==> src/include/mso_pkg.sv <==
// constants, register map and state codes of the system control outputs
// assumes a 40 MHz standby clock and a 32-bit Avalon-MM register slave
package mso_pkg;

	// ==========================================================
	// register map, word index; byte address is four times it
	localparam logic [2:0] REG_CTRL = 3'h0;
	localparam logic [2:0] REG_CMD = 3'h1;
	localparam logic [2:0] REG_CYCLE = 3'h2;
	localparam logic [2:0] REG_STATUS = 3'h3;

	// control register fields
	localparam int C_SUPPLY = 0;
	localparam int C_SMI = 1;
	localparam int C_SCI = 2;
	localparam int C_CLKDEF = 3;
	localparam int C_COOL = 4;
	localparam int C_PWRLED = 5;
	localparam int C_SPEAKER = 6;
	localparam int C_LOCKOUT = 7;
	localparam int C_FLOPPY = 8;
	localparam int C_VBLANK = 9;
	localparam int C_SMIWD = 10;
	localparam int C_PGKILL = 12;
	localparam int C_STOPCLK = 16;
	localparam logic [31:0] CTRL_MASK = 32'h000FF7FE;
	localparam logic [31:0] CTRL_RST = 32'h00000000;

	// command register bits, write one to act
	localparam int K_DIAG = 0;
	localparam int K_HRST = 1;
	localparam int K_CYCLE = 2;
	localparam int K_SMICLR = 3;

	// status register bits
	localparam int S_SUPPLY = 0;
	localparam int S_CYCLE = 1;
	localparam int S_DIAG = 2;
	localparam int S_HRST = 3;
	localparam int S_SECURE = 4;
	localparam int S_FPDIAG = 5;
	localparam int S_SMIWD = 6;
	localparam int S_PBTN = 7;
	localparam int S_RBTN = 8;

	// synchronised pin inputs
	localparam int P_FPDIAG = 0;
	localparam int P_PBTN = 1;
	localparam int P_RBTN = 2;
	localparam int P_SECURE = 3;
	localparam int P_WDOG = 4;
	localparam int NPIN = 5;

	// ==========================================================
	// timing: timers count 1 ms ticks
	localparam int CLK_HZ = 40000000;
	localparam int TICK_US = 1000;
	localparam int TICK_CYC = TICK_US * (CLK_HZ / 1000000);
	localparam int LEN_W = 16;
	localparam logic [15:0] DIAG_MS = 16'h000A;
	localparam logic [15:0] HRST_MS = 16'h0064;
	localparam logic [15:0] CYCLE_MS_RST = 16'h03E8;

	// ==========================================================
	// power state
	typedef enum logic [1:0] {
		PWR_OFF = 2'b00,
		PWR_ON = 2'b01,
		PWR_CYC = 2'b10
	} mso_pwr_e;

endpackage

==> src/include/mso_tmr_if.sv <==
// handshake between the control block and one of its tick timers
// assumes both ends share the standby clock
`timescale 1ns/1ps
interface mso_tmr_if #(parameter int LEN_W = 16);
	logic start;
	logic [LEN_W-1:0] len;
	logic tick;
	logic busy;
	logic done;
	modport ctl(output start, output len, output tick,
		input busy, input done);
	modport tmr(input start, input len, input tick,
		output busy, output done);
endinterface

==> src/rtl/mso_timer.sv <==
// one-shot timer counting tick enables
// assumes ticks are one-cycle pulses on the same clock
`timescale 1ns/1ps
module mso_timer #(parameter int LEN_W = 16) (
	input wire logic clk,
	input wire logic srst,
	mso_tmr_if.tmr t
);
	logic [LEN_W-1:0] cnt_r;
	logic busy_r;
	logic done_r;

	// a start while busy is dropped, so a running count is never stretched
	always_ff @(posedge clk) begin
		if (srst) begin
			cnt_r <= '0;
			busy_r <= 1'b0;
		end else if (t.start && !busy_r) begin
			cnt_r <= (t.len == '0) ? LEN_W'(1) : t.len;
			busy_r <= 1'b1;
		end else if (busy_r && t.tick) begin
			cnt_r <= cnt_r - LEN_W'(1);
			if (cnt_r == LEN_W'(1)) begin
				busy_r <= 1'b0;
			end
		end
	end

	// one-cycle pulse as the count runs out
	always_ff @(posedge clk) begin
		if (srst) begin
			done_r <= 1'b0;
		end else begin
			done_r <= busy_r && t.tick && (cnt_r == LEN_W'(1));
		end
	end

	assign t.busy = busy_r;
	assign t.done = done_r;
endmodule

==> src/rtl/mso_ctrl.sv <==
// system control output stage of the management controller
// assumes a standby-powered clock and an Avalon-MM master on the bus
//
// The placing of the registers and the Avalon-MM register port are this design's own decisions.
`timescale 1ns/1ps
module mso_ctrl #(
	parameter int NCPU = 2,
	parameter int TICK_CYCLES = mso_pkg::TICK_CYC
) (
	input wire logic CLK,
	input wire logic SRST,
	input wire logic [2:0] AVS_ADDRESS,
	input wire logic AVS_READ,
	input wire logic AVS_WRITE,
	input wire logic [31:0] AVS_WRITEDATA,
	input wire logic [3:0] AVS_BYTEENABLE,
	output logic [31:0] AVS_READDATA,
	output logic AVS_WAITREQUEST,
	input wire logic FP_DIAG_IN,
	input wire logic PWR_BUTTON,
	input wire logic RST_BUTTON,
	input wire logic SECURE_MODE,
	input wire logic WDOG_EXPIRE,
	output logic DIAG_INTERRUPT_OUT,
	output logic SUPPLY_ON_REQUEST,
	output logic SMI_OUT,
	output logic SCI_OUT,
	output logic SYS_HRST_OUT,
	output logic [NCPU-1:0] CPU_PG_KILL,
	output logic [NCPU-1:0] CPU_STOPCLK,
	output logic CLKGEN_DEFAULT,
	output logic COOLING_ALARM_LED,
	output logic POWER_ALARM_LED,
	output logic SPEAKER,
	output logic FLOPPY_WP,
	output logic VIDEO_BLANK
);
	localparam int TW = $clog2(TICK_CYCLES + 1);

	// byte-lane merge for partial writes
	function automatic logic [31:0] be_merge(input logic [31:0] old_v,
		input logic [31:0] new_v, input logic [3:0] be);
		logic [31:0] r;
		r = old_v;
		for (int i = 0; i < 4; i++) begin
			if (be[i]) begin
				r[i*8 +: 8] = new_v[i*8 +: 8];
			end
		end
		return r;
	endfunction

	// ==========================================================
	// tick divider
	logic [TW-1:0] div_r;
	logic tick_r;

	// one enable per millisecond keeps the timers on the single clock
	always_ff @(posedge CLK) begin
		if (SRST) begin
			div_r <= '0;
			tick_r <= 1'b0;
		end else if (div_r == TW'(TICK_CYCLES - 1)) begin
			div_r <= '0;
			tick_r <= 1'b1;
		end else begin
			div_r <= div_r + TW'(1);
			tick_r <= 1'b0;
		end
	end

	// ==========================================================
	// pin synchronisers
	logic [mso_pkg::NPIN-1:0] pin_a_r;
	logic [mso_pkg::NPIN-1:0] pin_s_r;
	logic [mso_pkg::NPIN-1:0] pin_d_r;
	logic [mso_pkg::NPIN-1:0] pins;
	logic [mso_pkg::NPIN-1:0] pin_rise;

	assign pins = {WDOG_EXPIRE, SECURE_MODE, RST_BUTTON, PWR_BUTTON,
		FP_DIAG_IN};

	// first stage feeds only the second; edges come from the second on
	always_ff @(posedge CLK) begin
		if (SRST) begin
			pin_a_r <= '0;
			pin_s_r <= '0;
			pin_d_r <= '0;
		end else begin
			pin_a_r <= pins;
			pin_s_r <= pin_a_r;
			pin_d_r <= pin_s_r;
		end
	end

	assign pin_rise = pin_s_r & ~pin_d_r;

	// ==========================================================
	// Avalon-MM slave: one wait cycle on every access
	logic ack_r;
	logic [31:0] rdata_r;
	logic wr_go;
	logic ctrl_wr;
	logic cmd_wr;
	logic cyc_wr;

	assign AVS_WAITREQUEST = (AVS_READ | AVS_WRITE) & ~ack_r;
	assign wr_go = AVS_WRITE & ack_r;
	assign ctrl_wr = wr_go && (AVS_ADDRESS == mso_pkg::REG_CTRL);
	assign cmd_wr = wr_go && (AVS_ADDRESS == mso_pkg::REG_CMD);
	assign cyc_wr = wr_go && (AVS_ADDRESS == mso_pkg::REG_CYCLE);

	// ack drops at the accepting edge so a held request is taken once
	always_ff @(posedge CLK) begin
		if (SRST) begin
			ack_r <= 1'b0;
		end else begin
			ack_r <= (AVS_READ | AVS_WRITE) & ~ack_r;
		end
	end

	// ==========================================================
	// control and configuration registers
	logic [31:0] ctrl_r;
	logic [mso_pkg::LEN_W-1:0] cyc_len_r;
	logic fp_block;
	logic [3:0] cmd;

	// supply bit is held by the power state, not stored here
	always_ff @(posedge CLK) begin
		if (SRST) begin
			ctrl_r <= mso_pkg::CTRL_RST;
		end else if (ctrl_wr) begin
			ctrl_r <= be_merge(ctrl_r, AVS_WRITEDATA, AVS_BYTEENABLE)
				& mso_pkg::CTRL_MASK;
		end
	end

	logic [31:0] cyc_merge;
	assign cyc_merge = be_merge({16'h0000, cyc_len_r}, AVS_WRITEDATA,
		AVS_BYTEENABLE);
	// off time of a power cycle, in ms; reset value stands in for nvram
	always_ff @(posedge CLK) begin
		if (SRST) begin
			cyc_len_r <= mso_pkg::CYCLE_MS_RST;
		end else if (cyc_wr) begin
			cyc_len_r <= cyc_merge[mso_pkg::LEN_W-1:0];
		end
	end

	assign cmd = cmd_wr && AVS_BYTEENABLE[0] ? AVS_WRITEDATA[3:0] : 4'h0;
	// buttons lose their power-down and reset power
	assign fp_block = ctrl_r[mso_pkg::C_LOCKOUT] | pin_s_r[mso_pkg::P_SECURE];

	// ==========================================================
	// timers
	mso_tmr_if #(.LEN_W(mso_pkg::LEN_W)) t_diag();
	mso_tmr_if #(.LEN_W(mso_pkg::LEN_W)) t_hrst();
	mso_tmr_if #(.LEN_W(mso_pkg::LEN_W)) t_cyc();

	mso_timer #(.LEN_W(mso_pkg::LEN_W)) u_diag (
		.clk(CLK),
		.srst(SRST),
		.t(t_diag)
	);
	mso_timer #(.LEN_W(mso_pkg::LEN_W)) u_hrst (
		.clk(CLK),
		.srst(SRST),
		.t(t_hrst)
	);
	mso_timer #(.LEN_W(mso_pkg::LEN_W)) u_cyc (
		.clk(CLK),
		.srst(SRST),
		.t(t_cyc)
	);

	logic cyc_go;
	logic hrst_go;

	assign t_diag.tick = tick_r;
	assign t_hrst.tick = tick_r;
	assign t_cyc.tick = tick_r;
	assign t_diag.len = mso_pkg::DIAG_MS;
	assign t_hrst.len = mso_pkg::HRST_MS;
	assign t_cyc.len = cyc_len_r;
	assign t_diag.start = cmd[mso_pkg::K_DIAG];
	// firmware or an unlocked reset button starts the reset pulse
	assign hrst_go = cmd[mso_pkg::K_HRST] |
		(pin_rise[mso_pkg::P_RBTN] & ~fp_block);
	assign t_hrst.start = hrst_go;
	assign t_cyc.start = cyc_go;

	// ==========================================================
	// power state machine
	mso_pkg::mso_pwr_e pwr_r;
	mso_pkg::mso_pwr_e pwr_nxt;
	logic sup_wr;
	logic sup_val;
	logic pbtn_go;

	// supply request rides in bit zero of a control write
	assign sup_wr = ctrl_wr & AVS_BYTEENABLE[0];
	assign sup_val = AVS_WRITEDATA[mso_pkg::C_SUPPLY];
	// the button may always power up, but powers down only unlocked
	assign pbtn_go = pin_rise[mso_pkg::P_PBTN] &
		((pwr_r == mso_pkg::PWR_OFF) | ~fp_block);
	// cycles start only from on, so a repeat during the count is lost
	assign cyc_go = cmd[mso_pkg::K_CYCLE] &
		(pwr_r == mso_pkg::PWR_ON);

	// nothing but this state moves the supply request
	always_comb begin
		pwr_nxt = pwr_r;
		case (pwr_r)
			mso_pkg::PWR_OFF: begin
				if ((sup_wr & sup_val) | pbtn_go) begin
					pwr_nxt = mso_pkg::PWR_ON;
				end
			end
			mso_pkg::PWR_ON: begin
				if (cyc_go) begin
					pwr_nxt = mso_pkg::PWR_CYC;
				end else if ((sup_wr & ~sup_val) | pbtn_go) begin
					pwr_nxt = mso_pkg::PWR_OFF;
				end
			end
			mso_pkg::PWR_CYC: begin
				if (t_cyc.done) begin
					pwr_nxt = mso_pkg::PWR_ON;
				end
			end
			default: begin
				pwr_nxt = mso_pkg::PWR_OFF;
			end
		endcase
	end

	// only SRST clears state; the hard reset we drive never loops back
	always_ff @(posedge CLK) begin
		if (SRST) begin
			pwr_r <= mso_pkg::PWR_OFF;
		end else begin
			pwr_r <= pwr_nxt;
		end
	end

	// ==========================================================
	// watchdog smi latch
	logic smi_wd_r;
	logic wd_hit;

	assign wd_hit = pin_rise[mso_pkg::P_WDOG] & ctrl_r[mso_pkg::C_SMIWD];
	// a set beats a clear in the same cycle so no expiry is lost
	always_ff @(posedge CLK) begin
		if (SRST) begin
			smi_wd_r <= 1'b0;
		end else if (wd_hit) begin
			smi_wd_r <= 1'b1;
		end else if (cmd[mso_pkg::K_SMICLR]) begin
			smi_wd_r <= 1'b0;
		end
	end

	// ==========================================================
	// board outputs
	// every pin leaves a flip-flop so no decode glitch reaches the board
	always_ff @(posedge CLK) begin
		if (SRST) begin
			DIAG_INTERRUPT_OUT <= 1'b0;
			SUPPLY_ON_REQUEST <= 1'b0;
			SMI_OUT <= 1'b0;
			SCI_OUT <= 1'b0;
			SYS_HRST_OUT <= 1'b0;
			CPU_PG_KILL <= '0;
			CPU_STOPCLK <= '0;
			CLKGEN_DEFAULT <= 1'b0;
			COOLING_ALARM_LED <= 1'b0;
			POWER_ALARM_LED <= 1'b0;
			SPEAKER <= 1'b0;
			FLOPPY_WP <= 1'b0;
			VIDEO_BLANK <= 1'b0;
		end else begin
			DIAG_INTERRUPT_OUT <= pin_s_r[mso_pkg::P_FPDIAG] |
				t_diag.busy;
			SUPPLY_ON_REQUEST <= (pwr_r == mso_pkg::PWR_ON);
			SMI_OUT <= ctrl_r[mso_pkg::C_SMI] | smi_wd_r;
			SCI_OUT <= ctrl_r[mso_pkg::C_SCI];
			SYS_HRST_OUT <= t_hrst.busy;
			CPU_PG_KILL <= ctrl_r[mso_pkg::C_PGKILL +: NCPU];
			CPU_STOPCLK <= ctrl_r[mso_pkg::C_STOPCLK +: NCPU];
			CLKGEN_DEFAULT <= ctrl_r[mso_pkg::C_CLKDEF];
			COOLING_ALARM_LED <= ctrl_r[mso_pkg::C_COOL];
			// no tie to the power state, so it works on standby too
			POWER_ALARM_LED <= ctrl_r[mso_pkg::C_PWRLED];
			SPEAKER <= ctrl_r[mso_pkg::C_SPEAKER];
			FLOPPY_WP <= ctrl_r[mso_pkg::C_FLOPPY];
			VIDEO_BLANK <= ctrl_r[mso_pkg::C_VBLANK];
		end
	end

	// ==========================================================
	// register read path
	logic [31:0] rd_mux;

	// status is a live snapshot, except the watchdog smi bit, which stays latched until software clears it
	always_comb begin
		rd_mux = '0;
		case (AVS_ADDRESS)
			mso_pkg::REG_CTRL: begin
				rd_mux = ctrl_r;
				rd_mux[mso_pkg::C_SUPPLY] = (pwr_r == mso_pkg::PWR_ON);
			end
			mso_pkg::REG_CYCLE: begin
				rd_mux[mso_pkg::LEN_W-1:0] = cyc_len_r;
			end
			mso_pkg::REG_STATUS: begin
				rd_mux[mso_pkg::S_SUPPLY] = (pwr_r == mso_pkg::PWR_ON);
				rd_mux[mso_pkg::S_CYCLE] = (pwr_r == mso_pkg::PWR_CYC);
				rd_mux[mso_pkg::S_DIAG] = t_diag.busy;
				rd_mux[mso_pkg::S_HRST] = t_hrst.busy;
				rd_mux[mso_pkg::S_SECURE] = pin_s_r[mso_pkg::P_SECURE];
				rd_mux[mso_pkg::S_FPDIAG] = pin_s_r[mso_pkg::P_FPDIAG];
				rd_mux[mso_pkg::S_SMIWD] = smi_wd_r;
				rd_mux[mso_pkg::S_PBTN] = pin_s_r[mso_pkg::P_PBTN];
				rd_mux[mso_pkg::S_RBTN] = pin_s_r[mso_pkg::P_RBTN];
			end
			default: rd_mux = '0;
		endcase
	end

	// captured in the wait cycle, so it stands at the accepting edge
	always_ff @(posedge CLK) begin
		if (SRST) begin
			rdata_r <= '0;
		end else if (AVS_READ & ~ack_r) begin
			rdata_r <= rd_mux;
		end
	end

	assign AVS_READDATA = rdata_r;

	// ==========================================================
	// assertions
	AST_DIAG_PANEL: assert property (@(posedge CLK)
		disable iff (SRST) pin_s_r[mso_pkg::P_FPDIAG] |=> DIAG_INTERRUPT_OUT)
		else $error("panel diagnostic input not passed on");
	AST_DIAG_PULSE: assert property (@(posedge CLK)
		disable iff (SRST)
		cmd[mso_pkg::K_DIAG] && !t_diag.busy |-> ##2 DIAG_INTERRUPT_OUT)
		else $error("diagnostic pulse command not driven");
	AST_SUPPLY_STATE: assert property (@(posedge CLK)
		disable iff (SRST)
		SUPPLY_ON_REQUEST == $past(pwr_r == mso_pkg::PWR_ON))
		else $error("supply request differs from power state");
	AST_CYCLE_OFF: assert property (@(posedge CLK)
		disable iff (SRST) pwr_r == mso_pkg::PWR_CYC |=> !SUPPLY_ON_REQUEST)
		else $error("supply request high during power cycle");
	AST_SECURE_HOLD: assert property (@(posedge CLK)
		disable iff (SRST) pin_s_r[mso_pkg::P_SECURE] && pbtn_go
		&& pwr_r == mso_pkg::PWR_ON && !cyc_go && !sup_wr
		|=> pwr_r == mso_pkg::PWR_ON)
		else $error("power button powered down in secure mode");
	AST_RESET_LOCKED: assert property (@(posedge CLK)
		disable iff (SRST) fp_block && pin_rise[mso_pkg::P_RBTN]
		&& !cmd[mso_pkg::K_HRST] && !t_hrst.busy |=> !t_hrst.busy)
		else $error("reset button acted while locked");
	AST_SMI_WDOG: assert property (@(posedge CLK)
		disable iff (SRST) wd_hit |-> ##2 SMI_OUT)
		else $error("watchdog expiry raised no smi");
	AST_HRST_CMD: assert property (@(posedge CLK)
		disable iff (SRST)
		cmd[mso_pkg::K_HRST] && !t_hrst.busy |-> ##2 SYS_HRST_OUT)
		else $error("hard reset command not driven");
endmodule

==> config.mk <==
export PLATFORM = sky130hd
export DESIGN_NAME = mso_ctrl
export DESIGN_NICKNAME = d
export VERILOG_FILES = /design/src/include/mso_pkg.sv /design/src/include/mso_tmr_if.sv /design/src/rtl/mso_timer.sv /design/src/rtl/mso_ctrl.sv
export SDC_FILE = /design/constraint.sdc
export NUM_CORES = 1
export LEC_CHECK = 0
export ABC_AREA = 1
export BUFFER_PORTS_ARGS = -buffer_cell sky130_fd_sc_hd__buf_2
export CAP_MARGIN = 20
export CORE_MARGIN = 3
export CORE_UTILIZATION = 38
export CTS_CLUSTER_DIAMETER = 200
export DETAILED_ROUTE_END_ITERATION = 8
export GPL_TIMING_DRIVEN = 1
export PLACE_DENSITY = 0.56
export SLEW_MARGIN = 20
export SYNTH_ARGS = -nofsm -noshare
export SYNTH_HDL_FRONTEND = slang
export SYNTH_SLANG_ARGS = --single-unit
==> constraint.sdc <==
create_clock -name CLK -period 1.7 [get_ports CLK]
set_input_delay 0.17 -clock CLK [delete_from_list [all_inputs] [get_ports CLK]]
set_output_delay 0.17 -clock CLK [all_outputs]
set_load 0.005 [all_outputs]
==> reports/qor.yml, run 1 <==
min_period_over_period: 0.9210
wl_um: 17040
seq_power_share: 0.473
power.switching_mw: 1.937
synth_edf_count: 0
io_pins: 96
netlist_instances: 978
internal-power_mw: 5.933
startpoint_type: "flop"
async_reset_ff_frac: 0
status: "complete, no violations"
ys_ff_latch: 155
wl_per_cell_um: 12.88
drc: 0
grt_max_degree: 64
pwr-share-comb: 0.053
syn_area_um2: 6960
setup_violations: 0
filler_cell_count: 1763
dieArea_um2: 19980
grtUsageTotal: 0.1770
clockPowerShare: 0.474
num_vias: 6309
grt_pass1_vias: 5908
cts.clk_slew.worst_paths_ps: 70
cts_tree: "done"
ctsRootBufferMaster: "clkbuf_16"
ys.warnings.count: 0
rows: 48
first_iter_violations: 244
layout-drive-gt1-share: 0.1566
peakVddDrop_uv: 722.5
fin_skew_ps: 10.63
place_hpwl_um: 12390
syn_avg_cell_area_um2: 7.117
antenna_left: 0
fin_crit_ps: 1566
cts_sinks: 155
ys.flop_type: "dfxtp_1"
ys_types: 39
firstDrtPassIters: 4
grt.overflow.total: 0
io_buffers: 70
antenna_found_initial: 0
worst_ep_required_time_ps: 2020
clock_path_buffers: 2
slowest_delay_ps: 340
hold_path.class: "input pin to flop"
area_growth_pct: 21.64
synth_top_area_frac: 0.4458
die_width_um: 141.3
whs_ps: 16.71
fin_ws_ps: 134.3
yosys.area.top_type: "dfxtp_1"
sw_frac_of_total: 0.2461
end_kind: "flop"
pwr_density_cell_nw_per_um2: 929.5
chipHeight_um: 141.3
finalNetCount: 1140
crit_chain: "ha_1, nand2_2, nor2_4, nand3_2, nor2_4, nand4_1, nand2_2, buf_12, a21oi_1"
synthTopCellsByArea: "dfxtp_1 (45%), nand2_1 (9.3%), inv_1 (7.9%)"
arrival_ps: 1880
maxCapViolCount: 0
crit_type: "flop to flop"
clk_latency_ps: 430
fmax_mhz: 638.7
crit_fanout: 13
core_area_um2: 17600
place_ws_ps: 49.67
vias_per_cell: 4.769
finalHoldViolations: 0
p_leak_nw: 3.740
cpMaxStageDelayCell: "dfxtp_2"
seq_area_frac_synth: 0.4458
num_antenna_cells: 0
start_util: 0.3955
grt_first_pass_wirelength_um: 28900
htreeDepth: 4
numCtsBuffers: 17
place_congestion: 0.8240
slew_violations: 0
==> cell usage after synthesis, types with 6 or more instances <==
| library cell | number |
|---|---|
| nand2_1 | 172 |
| nand4_1 | 11 |
| clkbuf_1 | 15 |
| xor2_1 | 13 |
| nand3_1 | 60 |
| nor4_1 | 6 |
| inv_1 | 146 |
| o221ai_1 | 10 |
| nor2_1 | 132 |
| buf_4 | 15 |
| o21ai_0 | 70 |
| ha_1 | 7 |
| nor3_1 | 14 |
| a21oi_1 | 95 |
| dfxtp_1 | 155 |
==> placed cells by master, fill, tap and decap left out, types with 2 or more instances in the layout <==
cell | synthesis | routed
nand2_1 | 172 | 170
dfxtp_1 | 155 | 153
inv_1 | 146 | 146
nor2_1 | 132 | 127
a21oi_1 | 95 | 95
o21ai_0 | 70 | 70
buf_2 | 5 | 70
nand3_1 | 60 | 59
buf_4 | 15 | 33
clkbuf_16 | 0 | 17
nor3_1 | 14 | 14
xor2_1 | 13 | 13
conb_1 | 1 | 12
nand4_1 | 11 | 11
o221ai_1 | 10 | 10
dlygate4sd3_1 | 0 | 10
nor2_2 | 5 | 7
ha_1 | 7 | 7
nor4_1 | 6 | 6
nand2_2 | 4 | 6
xnor2_1 | 5 | 5
nor2_4 | 2 | 5
nand3b_1 | 4 | 4
nand3_2 | 3 | 4
o22ai_1 | 4 | 4
clkinv_4 | 0 | 4
buf_12 | 0 | 4
or2_2 | 3 | 3
inv_2 | 3 | 3
inv_8 | 0 | 3
inv_6 | 0 | 3
a31oi_1 | 2 | 2
nor3_2 | 2 | 2
clkinvlp_4 | 0 | 2
dfxtp_2 | 0 | 2
==> power groups by stage <==
stage	registers (mW)	logic, mW	clock network (mW)
floorplan	3.80	0.232	0
global placement	3.80	0.400	0
detailed placement	3.80	0.402	0
CTS	3.72	0.422	3.84
global route	3.73	0.476	3.99
finish	3.72	0.419	3.73
==> cell families after synthesis <==
kind of cell / Yosys count / share of synthesized area
AND/OR/NAND/NOR: 422 / 0.2653
XOR/XNOR: 18 / 0.02265
buffers and inverters: 190 / 0.1125
AO/OA/AOI/OAI: 185 / 0.1406
flip-flops: 155 / 0.4458
adder cells (fa/ha/maj): 7 / 0.01258
other: 1 / 0.0005388
==> through the flow <==
| step | area, um2 | std cells | TNS (ps) | power (mW) | util |
|---|---|---|---|---|---|
| 6_report | 8467 | 1323 | 0 | 7.870 | 0.4812 |
| 5_1_grt | 8467 | 1323 | -36.51 | 8.189 | 0.4812 |
| 4_1_cts | 8422 | 1322 | 0 | 7.985 | 0.4786 |
| 3_5_place_dp | 7736 | 1280 | 0 | 4.205 | 0.4396 |
| 3_3_place_gp | 7736 | 1280 | 0 | 4.202 | 0.4396 |
| 2_1_floorplan | 7002 | 989 | 0 | 4.034 | - |
==> path summary, 6_finish.rpt <==
kind	cells after the start	from	slack, ps	endpoint
setup reg to reg	9	div_r[0]	130	div_r[8]
hold reg to reg	2	pin_a_r[4]	400	pin_s_r[4]
setup / recovery	9	div_r[0]	130	div_r[8]
hold / removal	3	AVS_WRITEDATA[19]	20	ctrl_r[19]
==> layout make-up <==
cell class | instances | area [um2] | area share
inverter | 150 | 563.0 | 0.06650
sequential | 155 | 3105 | 0.3668
clock inverter | 14 | 156.4 | 0.01847
timing repair buffer | 117 | 778.2 | 0.09192
tap | 225 | 281.5 | 0.03325
clock buffer | 18 | 429.2 | 0.05069
multi-input combinational | 644 | 3153 | 0.3724
==> registers in the layout (all words and copies together) (netlist names), 3 cells and up <==
signal        count
u_hrst.cnt_r     16
pin_a_r           5
pin_s_r           5
AVS_READDATA     20
cyc_len_r        16
pin_d_r           3
u_diag.cnt_r     16
u_cyc.cnt_r      16
div_r            16
ctrl_r           18
==> per-layer routing <==
layer / wire (um) / global-route usage
met5: 0 / 0
met3: 668 / 0.04044
met4: 165 / 0.04640
met1: 8555 / 0.2453
met2: 7652 / 0.2789
==> critical path, delay by kind of cell, from the launching register on <==
family,cells,cell delay [ps]
DFF,1,340
adders and majority gates,1,180
and+or+nand+nor,6,760
AOI/OAI and AO/OA,1,40
buffers and inverters,1,140
==> what timing repair did <==
item	CTS	global route
gates resized for setup	0	12
setup endpoints to repair	0	21
hold endpoints to repair	11	0
buffers inserted	0	1
hold buffers	10	0
Power figures use the tool's default switching activity.
==> inputs of run 2 (changes only) <==
CORE_ASPECT_RATIO = 1.25   (was not set)
PLACE_DENSITY = not set   (was 0.56)
==> run 2 against run 1 <==
Routed wire length grew 2.4%. Non-clock buffer count shrank 3. Cell count shrank 0.30%. Total power shrank 0.25%. Via count grew 0.27%. Combinational power shrank 1%. Design area shrank 0.28%. Maximum frequency shrank 0.60%. Setup slack lost 9.5 ps. Count of clock-buffer cells in the layout shrank 1. First-iteration DRC count grew 14%. Critical path type unchanged. Critical endpoint is now u_cyc.cnt_r[8].
==> reports/qor.yml, run 2 (synthesized netlist as in run 1, its figures left out) <==
status: "complete, no violations"
final_cell_mix: "nand2_1 (170), dfxtp_1 (153), inv_1 (145)"
startpoint_type: "flop"
slew_violations: 0  # unchanged
grtUsageTotal: 0.1806  # +0.003639
whs_ps: 13.16  # -3.549 ps
drc: 0  # unchanged
clock_path_buffers: 2  # unchanged
final_cell_area_um2: 8443  # -0.28%
layout_commonest_cell: "nand2_1"
arrival_ps: 1880  # about the same
place_congestion: 0.8345  # +1.3%
pwr_density_cell_nw_per_um2: 929.8  # about the same
largest_reg_flops: 20  # unchanged
firstDrtPassIters: 5  # +1
worst_ep_required_time_ps: 2010  # about the same
num_vias: 6326  # +0.27%
num_antenna_cells: 0  # unchanged
finalHoldViolations: 0  # unchanged
hold_path.class: "input pin to flop"
p_leak_nw: 3.716  # -0.64%
p_total_mw: 7.851  # -0.25%
finalNetCount: 1137  # -0.26%
first_iter_violations: 279  # +14%
crit_type: "flop to flop"
grt_max_degree: 64  # unchanged
maxCapViolCount: 0  # unchanged
fin_crit_ps: 1575  # +9.451 ps
end_kind: "flop"
rows: 54  # +13%
vias_per_cell: 4.796  # +0.57%
antenna_found_initial: 0  # unchanged
ctsRootBufferMaster: "clkbuf_16"
grt.overflow.total: 0  # unchanged
r2r_cells: 10  # +1
setup_violations: 0  # unchanged
wl_um: 17460  # +2.4%
chipHeight_um: 157.3  # +11%
cts.clk_slew.worst_paths_ps: 70  # about the same
dpl-instance-area_um2: 7697  # -0.50%
hold_depth: 3  # unchanged
io_pins: 96  # unchanged
final_util: 0.4770  # -0.004200
htreeDepth: 4  # unchanged
wl_per_cell_um: 13.23  # +2.7%
fin_skew_ps: 10.09  # -0.5411 ps
peakVddDrop_uv: 772.5  # +6.9%
area_growth_pct: 21.30
clk_latency_ps: 440  # about the same
numCtsBuffers: 17  # unchanged
io_buffers: 70  # unchanged
grt_first_pass_wirelength_um: 29120  # +0.74%
layout-drive-gt1-share: 0.1553  # -0.001397
cts_tree: "done"
cts_sinks: 155  # unchanged
dieArea_um2: 19990  # about the same
grt_pass1_vias: 6131  # +3.8%
core_area_um2: 17700  # +0.60%
start_util: 0.3932  # -0.002348
min_period_over_period: 0.9266  # +0.005559
fmax_mhz: 634.9  # -0.60%
die_width_um: 127.1  # -10%
crit_fanout: 5  # -8
place_hpwl_um: 12500  # +0.93%
antenna_left: 0  # unchanged
run 2: changes by cell type in the layout (fill, tap and decap cells not counted), sizes merged:
cell / before / now
buf: 107 / 102
inv: 155 / 158
dlygate4sd3: 10 / 12
bufinv: 1 / 0
clkbuf: 18 / 17
clkinv: 6 / 5
run 2: timing repair:
item,in CTS,in global routing
hold buffers,12,0
setup buffers,0,1
endpoints found under the hold margin,13,0
setup endpoints to repair,0,36
gates resized for setup,0,14
run 2: final cells by class:
type                       count  area [um2]
tap                          224       280.3
multi-input combinational    644        3158
timing repair buffer         114       760.7
fill                        1872        9259
clock inverter                15       150.1
inverter                     150       563.0
sequential                   155        3105
clock buffer                  17       425.4
run 2: power by group:
group | leakage [nW] | switching (mW) | internal [mW] | total [mW]
Combinational | 2.18 | 0.252 | 0.161 | 0.413
Clock | 0.278 | 1.76 | 1.95 | 3.72
Sequential | 1.26 | 0.0316 | 3.69 | 3.72
Total | 3.72 | 2.05 | 5.80 | 7.85
run 2: layer usage:
metal / vias up / wire [um] / global-route usage
li1: 3315 / - / -
met1: 2845 / 7882 / 0.2192
met2: 135 / 8327 / 0.3070
met3: 31 / 756 / 0.04379
met4: 0 / 489 / 0.07460
met5: - / 0 / 0
run 2: metrics by stage:
stage               cells  setup WS, ps  setup TNS (ps)
floorplan             989         207.3               0
CTS                  1318         51.51               0
detailed placement   1274         18.60               0
global placement     1274         72.30               0
finish               1319         124.8               0
global route         1319        -4.223          -4.223
run 2: worst paths after layout:
check | startpoint | slack (ps) | end
worst max-delay path | u_cyc.cnt_r[0] | 120 | u_cyc.cnt_r[8]
worst min-delay path | AVS_WRITEDATA[18] | 10 | ctrl_r[18]
worst max register to register | u_cyc.cnt_r[0] | 120 | u_cyc.cnt_r[8]
worst min register to register | pin_a_r[0] | 400 | pin_s_r[0]
run 2: worst max-delay path: stages, from the launching register on:
cell	delay [ps]
dfxtp_1	330
inv_1	130
ha_1	190
nand2_1	100
nor2_1	190
buf_4	140
nor2_1	30
nor2_1	110
nand2_1	70
nand3_1	80
a21oi_1	70
